## config.mk

```make
export PLATFORM = sky130hd
export DESIGN_NAME = nac_ctrl
export DESIGN_NICKNAME = d
export VERILOG_FILES = /design/src/hw/nac_pkg.sv /design/src/hw/nac_ctrl.sv
export VERILOG_INCLUDE_DIRS = /design/src /design/src/hw
export SDC_FILE = /design/constraint.sdc
export NUM_CORES = 1
export LEC_CHECK = 0
export ABC_AREA = 1
export BUFFER_PORTS_ARGS = -buffer_cell sky130_fd_sc_hd__buf_2
export CAP_MARGIN = 20
export CORE_MARGIN = 5
export CORE_UTILIZATION = 63
export CTS_BUF_LIST = sky130_fd_sc_hd__clkbuf_8
export DETAILED_ROUTE_END_ITERATION = 8
export PLACE_DENSITY = 0.95
export SLEW_MARGIN = 10
export SYNTH_ARGS = -nofsm -noshare
export SYNTH_HDL_FRONTEND = slang
export SYNTH_SLANG_ARGS = --single-unit
```

## constraint.sdc

```tcl
create_clock -name sys_clk -period 2.1 [get_ports sys_clk]
set_input_delay 0.21 -clock sys_clk [delete_from_list [all_inputs] [get_ports sys_clk]]
set_output_delay 0.21 -clock sys_clk [all_outputs]
set_load 0.02 [all_outputs]
```

## src/hw/nac_consts.svh

```systemverilog
// register indexes, field positions and timing counts of the nonvolatile access controller
// assumes the includer supplies a single cpu clock and the cpu i/o strobes
// Function
// - data register carries write byte, read result
// - control bits 7..4 read zero, ignore writes
// - bit 3 enables ready irq with global enable
// - ready irq level while write strobe reads zero
// - strobe within four cycles of arm starts write
// - strobe without arm does nothing
// - arm clears itself four cycles later
// - bit 1 is the write strobe
// - no write start while self-programming busy
// - hardware clears write strobe when time elapses
// - write start stalls cpu two cycles
// - read strobe loads data register at once
// - read strobe stalls cpu four cycles
// - no read, no address change while writing
// - write timed by 8448 oscillator cycles
// - write completes even across reset
// - nine-bit address, upper bits read zero
`ifndef NAC_CONSTS_SVH
`define NAC_CONSTS_SVH

`define NAC_IDX_ADDR_LO 2'h0
`define NAC_IDX_ADDR_HI 2'h1
`define NAC_IDX_DATA    2'h2
`define NAC_IDX_CTRL    2'h3

`define NAC_BIT_RIE 3
`define NAC_BIT_MWE 2
`define NAC_BIT_WS  1
`define NAC_BIT_RS  0

`define NAC_ARM_CYC      3'h4
`define NAC_WR_STALL_CYC 3'h2
`define NAC_RD_STALL_CYC 3'h4
`define NAC_WR_OSC_CYC   8448
`define NAC_WR_TIME_MS   8.5
`define NAC_OSC_HZ       1000000

`endif

```

## src/hw/nac_pkg.sv

```systemverilog
// types shared by the nonvolatile access controller
// assumes nothing beyond the constants header
package nac_pkg;
    // programming engine states, gray along idle-prog-done
    typedef enum logic [1:0]
    {
        NAC_IDLE = 2'b00,
        NAC_PROG = 2'b01,
        NAC_DONE = 2'b11
    } nac_eng_t;
endpackage

```

## src/hw/nac_ctrl.sv

```systemverilog
// cpu-side access controller for a 512-byte data nonvolatile array
// assumes same-clock cpu i/o strobes, an array that answers a read in the strobe cycle,
// a free-running 1 MHz oscillator pin and a power-on reset separate from system reset
`timescale 1ns/1ps
`include "nac_consts.svh"

module nac_ctrl
    import nac_pkg::*;
#(
    parameter int WR_OSC_CYC = `NAC_WR_OSC_CYC
)
(
    input  wire logic       sys_clk,       // cpu clock, 20 MHz
    input  wire logic       rstn,          // system reset, async, low
    input  wire logic       por_n,         // power-on reset, async, low
    input  wire logic       io_wr,         // i/o write strobe
    input  wire logic       io_rd,         // i/o read strobe
    input  wire logic [1:0] io_addr,       // register index
    input  wire logic [7:0] io_wdata,      // write data
    output logic      [7:0] io_rdata,      // read data, one cycle after io_rd
    input  wire logic       global_ie,     // cpu global interrupt enable
    input  wire logic       selfprog_busy, // flash self-programming active
    input  wire logic       osc_1mhz,      // calibrated oscillator pin
    input  wire logic [7:0] arr_rdata,     // array read data
    output logic      [8:0] arr_addr,      // array address
    output logic      [7:0] arr_wdata,     // array program data
    output logic            arr_rd,        // array read pulse
    output logic            arr_prog,      // array programming level
    output logic            cpu_stall,     // halts the cpu
    output logic            ready_irq      // ready interrupt level
);

    logic [8:0] nvm_address_reg_r;
    logic [7:0] nvm_data_reg_r;
    logic       ready_irq_enable_r;
    logic       master_write_arm_r;
    logic [2:0] arm_cnt_r;
    logic       start_r;
    logic [2:0] stall_cnt_r;
    logic [2:0] stall_nxt;
    logic       cpu_stall_r;
    logic       ready_irq_r;
    logic [7:0] io_rdata_r;
    logic       arr_rd_r;
    logic [8:0] arr_addr_r;
    logic [7:0] arr_wdata_r;
    logic       arr_prog_r;
    logic       osc_s1_r;
    logic       osc_s2_r;
    logic       osc_s3_r;
    logic       osc_edge;
    logic [13:0] osc_cnt_r;
    nac_eng_t   eng_st_r;
    nac_eng_t   eng_nxt;
    logic       busy_r;
    logic       ws_read;
    logic       ctrl_wr;
    logic       wr_go;
    logic       rd_go;

    // write strobe bit reads one from accept until the engine retires
    assign ws_read = busy_r | start_r;
    assign ctrl_wr = io_wr && (io_addr == `NAC_IDX_CTRL);

    // strobe only counts while armed, idle and flash quiet
    assign wr_go = ctrl_wr && io_wdata[`NAC_BIT_WS] && master_write_arm_r
                   && !ws_read && !selfprog_busy;
    // reads are refused while a write runs
    assign rd_go = ctrl_wr && io_wdata[`NAC_BIT_RS] && !ws_read;

    // address register, frozen while a write runs
    always_ff @(posedge sys_clk or negedge rstn)
    begin
        if (!rstn)
            nvm_address_reg_r <= 9'h000;
        else if (io_wr && !ws_read)
        begin
            if (io_addr == `NAC_IDX_ADDR_LO)
                nvm_address_reg_r[7:0] <= io_wdata;
            else if (io_addr == `NAC_IDX_ADDR_HI)
                nvm_address_reg_r[8] <= io_wdata[0];
        end
    end

    // data register: cpu writes, read results land the cycle after the array strobe
    always_ff @(posedge sys_clk or negedge rstn)
    begin
        if (!rstn)
            nvm_data_reg_r <= 8'h00;
        else if (arr_rd_r)
            nvm_data_reg_r <= arr_rdata;
        else if (io_wr && io_addr == `NAC_IDX_DATA)
            nvm_data_reg_r <= io_wdata;
    end

    // interrupt enable bit
    always_ff @(posedge sys_clk or negedge rstn)
    begin
        if (!rstn)
            ready_irq_enable_r <= 1'b0;
        else if (ctrl_wr)
            ready_irq_enable_r <= io_wdata[`NAC_BIT_RIE];
    end

    // arm bit with its four-cycle timeout; a fresh arm restarts the window
    always_ff @(posedge sys_clk or negedge rstn)
    begin
        if (!rstn)
        begin
            master_write_arm_r <= 1'b0;
            arm_cnt_r          <= 3'h0;
        end
        else if (ctrl_wr)
        begin
            master_write_arm_r <= io_wdata[`NAC_BIT_MWE];
            arm_cnt_r          <= `NAC_ARM_CYC - 3'h1;
        end
        else if (master_write_arm_r)
        begin
            if (arm_cnt_r == 3'h0)
                master_write_arm_r <= 1'b0;
            else
                arm_cnt_r <= arm_cnt_r - 3'h1;
        end
    end

    // one-cycle launch pulse toward the programming engine
    always_ff @(posedge sys_clk or negedge rstn)
    begin
        if (!rstn)
            start_r <= 1'b0;
        else
            start_r <= wr_go;
    end

    // stall counter: write costs two cycles, read four
    always_comb
    begin
        stall_nxt = stall_cnt_r;
        if (wr_go)
            stall_nxt = `NAC_WR_STALL_CYC;
        else if (rd_go)
            stall_nxt = `NAC_RD_STALL_CYC;
        else if (stall_cnt_r != 3'h0)
            stall_nxt = stall_cnt_r - 3'h1;
    end

    always_ff @(posedge sys_clk or negedge rstn)
    begin
        if (!rstn)
        begin
            stall_cnt_r <= 3'h0;
            cpu_stall_r <= 1'b0;
        end
        else
        begin
            stall_cnt_r <= stall_nxt;
            cpu_stall_r <= (stall_nxt != 3'h0);
        end
    end

    // level interrupt, registered so the output is glitch free
    always_ff @(posedge sys_clk or negedge rstn)
    begin
        if (!rstn)
            ready_irq_r <= 1'b0;
        else
            ready_irq_r <= ready_irq_enable_r && global_ie && !ws_read;
    end

    // register read port; unused bits read zero
    always_ff @(posedge sys_clk or negedge rstn)
    begin
        if (!rstn)
            io_rdata_r <= 8'h00;
        else if (io_rd)
        begin
            if (io_addr == `NAC_IDX_ADDR_LO)
                io_rdata_r <= nvm_address_reg_r[7:0];
            else if (io_addr == `NAC_IDX_ADDR_HI)
                io_rdata_r <= {7'h00, nvm_address_reg_r[8]};
            else if (io_addr == `NAC_IDX_DATA)
                io_rdata_r <= nvm_data_reg_r;
            else
                io_rdata_r <= {4'h0, ready_irq_enable_r, master_write_arm_r, ws_read, 1'b0};
        end
    end

    // array read pulse
    always_ff @(posedge sys_clk or negedge rstn)
    begin
        if (!rstn)
            arr_rd_r <= 1'b0;
        else
            arr_rd_r <= rd_go;
    end

    // the engine lives on power-on reset only, so a system reset cannot cut a write short
    always_ff @(posedge sys_clk or negedge por_n)
    begin
        if (!por_n)
        begin
            arr_addr_r  <= 9'h000;
            arr_wdata_r <= 8'h00;
        end
        else if (wr_go)
        begin
            arr_addr_r  <= nvm_address_reg_r;
            arr_wdata_r <= nvm_data_reg_r;
        end
        else if (rd_go)
            arr_addr_r <= nvm_address_reg_r;
    end

    // oscillator pin through two flops; third flop only for the edge
    always_ff @(posedge sys_clk or negedge por_n)
    begin
        if (!por_n)
        begin
            osc_s1_r <= 1'b0;
            osc_s2_r <= 1'b0;
            osc_s3_r <= 1'b0;
        end
        else
        begin
            osc_s1_r <= osc_1mhz;
            osc_s2_r <= osc_s1_r;
            osc_s3_r <= osc_s2_r;
        end
    end

    assign osc_edge = osc_s2_r && !osc_s3_r;

    // engine next state
    always_comb
    begin
        eng_nxt = eng_st_r;
        case (eng_st_r)
            NAC_IDLE:
                if (start_r)
                    eng_nxt = NAC_PROG;
            NAC_PROG:
                if (osc_edge && osc_cnt_r == 14'(WR_OSC_CYC - 1))
                    eng_nxt = NAC_DONE;
            NAC_DONE:
                eng_nxt = NAC_IDLE;
            default:
                eng_nxt = NAC_IDLE;
        endcase
    end

    // engine state, oscillator counter and programming level
    always_ff @(posedge sys_clk or negedge por_n)
    begin
        if (!por_n)
        begin
            eng_st_r   <= NAC_IDLE;
            osc_cnt_r  <= 14'h0000;
            busy_r     <= 1'b0;
            arr_prog_r <= 1'b0;
        end
        else
        begin
            eng_st_r   <= eng_nxt;
            busy_r     <= (eng_nxt != NAC_IDLE);
            arr_prog_r <= (eng_nxt == NAC_PROG);
            if (eng_st_r != NAC_PROG)
                osc_cnt_r <= 14'h0000;
            else if (osc_edge)
                osc_cnt_r <= osc_cnt_r + 14'h0001;
        end
    end

    assign io_rdata  = io_rdata_r;
    assign arr_addr  = arr_addr_r;
    assign arr_wdata = arr_wdata_r;
    assign arr_rd    = arr_rd_r;
    assign arr_prog  = arr_prog_r;
    assign cpu_stall = cpu_stall_r;
    assign ready_irq = ready_irq_r;

    // checks on the cpu side
    unarmed_strobe_a: assert property (@(posedge sys_clk) disable iff (!rstn)
        (ctrl_wr && io_wdata[`NAC_BIT_WS] && !master_write_arm_r) |=> !start_r)
        else $error("strobe without arm started a write");

    armed_start_a: assert property (@(posedge sys_clk) disable iff (!rstn || !por_n)
        wr_go |=> start_r ##1 (busy_r && arr_prog_r))
        else $error("armed strobe did not start programming");

    arm_expire_a: assert property (@(posedge sys_clk) disable iff (!rstn)
        (ctrl_wr && io_wdata[`NAC_BIT_MWE]) ##1 (!ctrl_wr)[*4] |=> !master_write_arm_r)
        else $error("arm bit outlived four cycles");

    arm_hold_a: assert property (@(posedge sys_clk) disable iff (!rstn)
        (ctrl_wr && io_wdata[`NAC_BIT_MWE]) ##1 (!ctrl_wr)[*3] |-> master_write_arm_r)
        else $error("arm bit dropped early");

    write_stall_a: assert property (@(posedge sys_clk) disable iff (!rstn)
        wr_go |=> cpu_stall_r[*2] ##1 !cpu_stall_r)
        else $error("write stall not two cycles");

    read_stall_a: assert property (@(posedge sys_clk) disable iff (!rstn)
        rd_go |=> cpu_stall_r[*4] ##1 !cpu_stall_r)
        else $error("read stall not four cycles");

    read_data_a: assert property (@(posedge sys_clk) disable iff (!rstn)
        rd_go |=> arr_rd_r ##1 (nvm_data_reg_r == $past(arr_rdata)))
        else $error("read data not loaded");

    irq_level_a: assert property (@(posedge sys_clk) disable iff (!rstn)
        (ready_irq_enable_r && global_ie) |=> (ready_irq_r == !$past(ws_read)))
        else $error("ready irq does not follow write strobe");

    addr_freeze_a: assert property (@(posedge sys_clk) disable iff (!rstn)
        ws_read |=> (nvm_address_reg_r == $past(nvm_address_reg_r)))
        else $error("address changed during write");

    flash_block_a: assert property (@(posedge sys_clk) disable iff (!rstn)
        selfprog_busy |=> !start_r)
        else $error("write started during self-programming");

    prog_end_a: assert property (@(posedge sys_clk) disable iff (!por_n)
        (eng_st_r == NAC_DONE) |=> (!busy_r && !arr_prog_r))
        else $error("write strobe not cleared at end");

    reserved_zero_a: assert property (@(posedge sys_clk) disable iff (!rstn)
        (io_rd && io_addr == `NAC_IDX_CTRL) |=> (io_rdata_r[7:4] == 4'h0))
        else $error("reserved control bits not zero");

    irq_gate_a: assert property (@(posedge sys_clk) disable iff (!rstn)
        (!ready_irq_enable_r || !global_ie) |=> !ready_irq_r)
        else $error("ready irq raised while disabled");

    addr_high_a: assert property (@(posedge sys_clk) disable iff (!rstn)
        (io_rd && io_addr == `NAC_IDX_ADDR_HI) |=> (io_rdata_r[7:1] == 7'h00))
        else $error("address high unused bits not zero");

endmodule // nac_ctrl

```

==> flow_metrics.py <==
metrics = {
    "run_status": {
        "status": "completed",
    },
    "setup_path": {
        "r2r_start": "start_r$_DFF_PN0_",
        "start_kind": "flop",
        "critical_path_class": "flop to flop",
        "endpoint_kind": "flop",
        "ff2ff_setup_slack_ps": 520,
        "crit_required_ps": 2380,
        "reg2reg_to": "arr_addr[1]$_DFFE_PN0P_",
        "path_max_fanout": 27,
        "rr_worst_depth": 5,
        "arrival_ps": 1850,
    },
    "final_layout": {
        "post-route-util_pct": 76.44,
        "final_cell_mix": "111 x nand2_1, 75 x dfrtp_1, 57 x inv_1",
        "drive_gt1_share_pct": 19.21,
        "final_common_cell": "nand2_1",
        "finalNetCount": 485,
        "syn_to_final_growth_pct": 16.65,
        "n_antenna_cell": 0,
    },
    "timing": {
        "rsz0062_at_grt": "false",
        "max_freq_mhz": 634.5,
        "finalSetupTns_ps": 0,
        "fin_crit_sh_pct": 75.05,
        "max_slew.worst_pin.slew_ps": 836.1,
        "relSlewSlack_pct": 44.26,
        "finalCriticalPeriod_ps": 1576,
        "finalClockSkew_ps": 8.830,
        "final_max_slew_viol_count": 0,
        "finalHoldViolCount": 0,
        "setup_violations": 0,
    },
    "yosys": {
        "syn_inst": 392,
        "ys_ff_latch": 75,
        "ys_warn_count": 0,
        "ys_seq_area_share_pct": 55.37,
        "netlist_area_mm2": 0.003390,
        "avgSynthCellArea_um2": 8.647,
        "synth_cell_types": 30,
        "syn-num-nets": 424,
    },
    "grt": {
        "overflow": 0,
        "grt_use_total_pct": 24.30,
        "antenna_found_initial": 0,
        "first_global_vias": 2891,
        "grt_pass1_wl_um": 13380,
        "grt_max_degree": 39,
    },
    "floorplanning": {
        "fp.dieW_um": 83.35,
        "fp-row-count": 26,
        "fp.dieH_um": 83.35,
        "ioPinCount": 55,
        "start_util_pct": 65.53,
        "core_mm2": 0.005172,
        "dieArea_mm2": 0.006947,
    },
    "clock_tree": {
        "clk_path_buf_depth": 2,
        "cts_buffers": 9,
        "htree_levels": 3,
        "ctsResizeCount": 0,
        "clkTransAtPathRegs_ps": 80,
        "clock_latency_ps": 350,
        "clock-root-buffer": "clkbuf_8",
        "cts_tree": "done",
        "cts_num_sinks": 75,
    },
    "min_path": {
        "hold_end": "nvm_data_reg_r[2]$_DFFE_PN0P_",
        "hold_depth": 3,
        "min_from": "arr_rdata[2]",
        "min_path_type": "primary input to flop",
    },
    "placement": {
        "routabilityCongestion": 0.8391,
        "dpl.hpwl_um": 5604,
        "port_buffers": 54,
    },
    "power": {
        "peakVddDrop_mv": 0.7091,
        "p_leak_nw": 2.108,
        "p_per_area_mw_per_mm2": 1180,
    },
    "route": {
        "num_vias": 2864,
        "dr.pass1.iters": 5,
        "vias_per_cell": 5.424,
        "drt_iter0_markers": 192,
        "wirelength_um": 7751,
        "postRouteAntennaNets": 0,
        "drc": 0,
        "wire_per_inst_um": 14.68,
    },
    "job": {
        "max-cap-violations": 0,
    },
}
[worst max-delay path by stage]
stage / from / end / slack, ps / depth (start not counted)
2_1_floorplan: arr_rd$_DFF_PN0_ / nvm_data_reg_r[6]$_DFFE_PN0P_ / 850 / 5
3_3_place_gp: start_r$_DFF_PN0_ / arr_addr[6]$_DFFE_PN0P_ / 650 / 5
3_5_place_dp: start_r$_DFF_PN0_ / arr_addr[1]$_DFFE_PN0P_ / 580 / 5
4_1_cts: start_r$_DFF_PN0_ / arr_addr[1]$_DFFE_PN0P_ / 550 / 5
5_1_grt: start_r$_DFF_PN0_ / arr_addr[1]$_DFFE_PN0P_ / 350 / 5
6_report: start_r$_DFF_PN0_ / arr_addr[1]$_DFFE_PN0P_ / 520 / 5
[metal layers]
layer,share of wire [%],GRT usage [%],vias up,routed length [µm]
met5,0,0,-,0
met3,6.2,8.020,18,483
li1,-,-,1367,-
met4,2.6,8.618,0,201
met2,50,39.80,122,3885
met1,41,30.13,1357,3180
[cell usage after synthesis]
library cell  count  area share (%)
a22oi_1           1            0.22
o21ai_2           6             1.6
nand2_2           3            0.55
nor2_1           35             3.9
nor2_2            1            0.18
dfrtp_1          75              55
xnor2_1           1            0.26
o21ai_1           2            0.30
o21ai_0          26             3.8
nand3_2           1            0.30
nand2_1         111              12
and2_1            1            0.18
nor2_4            4             1.3
nor4_1            1            0.18
a31oi_1           6             1.1
inv_1            56             6.2
ha_1              6             2.2
a21oi_1           9             1.3
buf_4             1            0.22
o211ai_1          5             1.1
buf_2             3            0.44
buf_6             2            0.66
nand3_1          22             3.2
a41oi_1           3            0.78
o21a_1            1            0.22
o21bai_1          1            0.22
inv_2             1            0.11
nand4_1           4            0.74
clkbuf_1          3            0.33
nand4_4           1            0.63
[logic make-up (layout without fill, tap and decap cells)]
| family | count (synthesis) | count (layout) | synth area share (%) |
|---|---|---|---|
| and+or+nand+nor | 184 | 184 | 23.51 |
| AOI/OAI and AO/OA | 60 | 60 | 10.67 |
| buffers and inverters | 66 | 132 | 7.973 |
| DFF | 75 | 75 | 55.37 |
| xor gates and xnor gates | 1 | 1 | 0.2584 |
| adders and majority gates | 6 | 6 | 2.215 |
[through the flow]
step / power (mW) / cell area [µm²] / cells / hold slack, ps / setup WS (ps)
after floorplan: 2.980 / 3390 / 392 / -85.59 / 852.3
after global placement: 3.397 / 3706 / 509 / 319.8 / 645.4
after detailed placement: 3.475 / 3706 / 509 / 320.2 / 578.8
after CTS: 4.681 / 3954 / 528 / 79.22 / 553.7
after global routing: 4.962 / 3954 / 528 / 77.31 / 353.4
final: 4.665 / 3954 / 528 / 87.99 / 524.0
[critical path: stages (launching register included)]
cell and delay [ps]:
dfrtp_1 420, nor2_4 220, nand4_4 390, nand2_2 300, nand2_1 80, nand2_1 80
[state kept, by name, summed over array words and instances, names as in the netlist, 2 cells and up]
name               cells
eng_st_r               2
stall_cnt_r            3
arr_wdata              8
nvm_address_reg_r      9
arr_addr               9
osc_cnt_r             14
io_rdata               8
arm_cnt_r              3
nvm_data_reg_r         8
[area by class of cell]
cell class              instances  area [µm²]
fillers                       341        1219
repair buffers                 59       315.3
clock buffers                   9       123.9
inverters                      57       214.0
well taps                      70       87.58
flip-flops and latches         75        1877
clock inverters                 7       93.84
multi-input cells             251        1242
[power by group]
group | total (mW) | internal [mW] | switching (mW) | leakage [nW]
Clock | 1.20 | 0.666 | 0.532 | 0.111
Sequential | 2.11 | 1.83 | 0.279 | 0.954
Combinational | 1.35 | 0.479 | 0.875 | 1.04
[what timing repair did]
| action | in CTS | in global routing |
|---|---|---|
| hold endpoints to repair | 45 | 0 |
| setup endpoints to repair | 0 | 0 |
| hold buffers | 3 | 0 |
| buffers inserted | 0 | 0 |
Power figures use the tool's default switching activity.
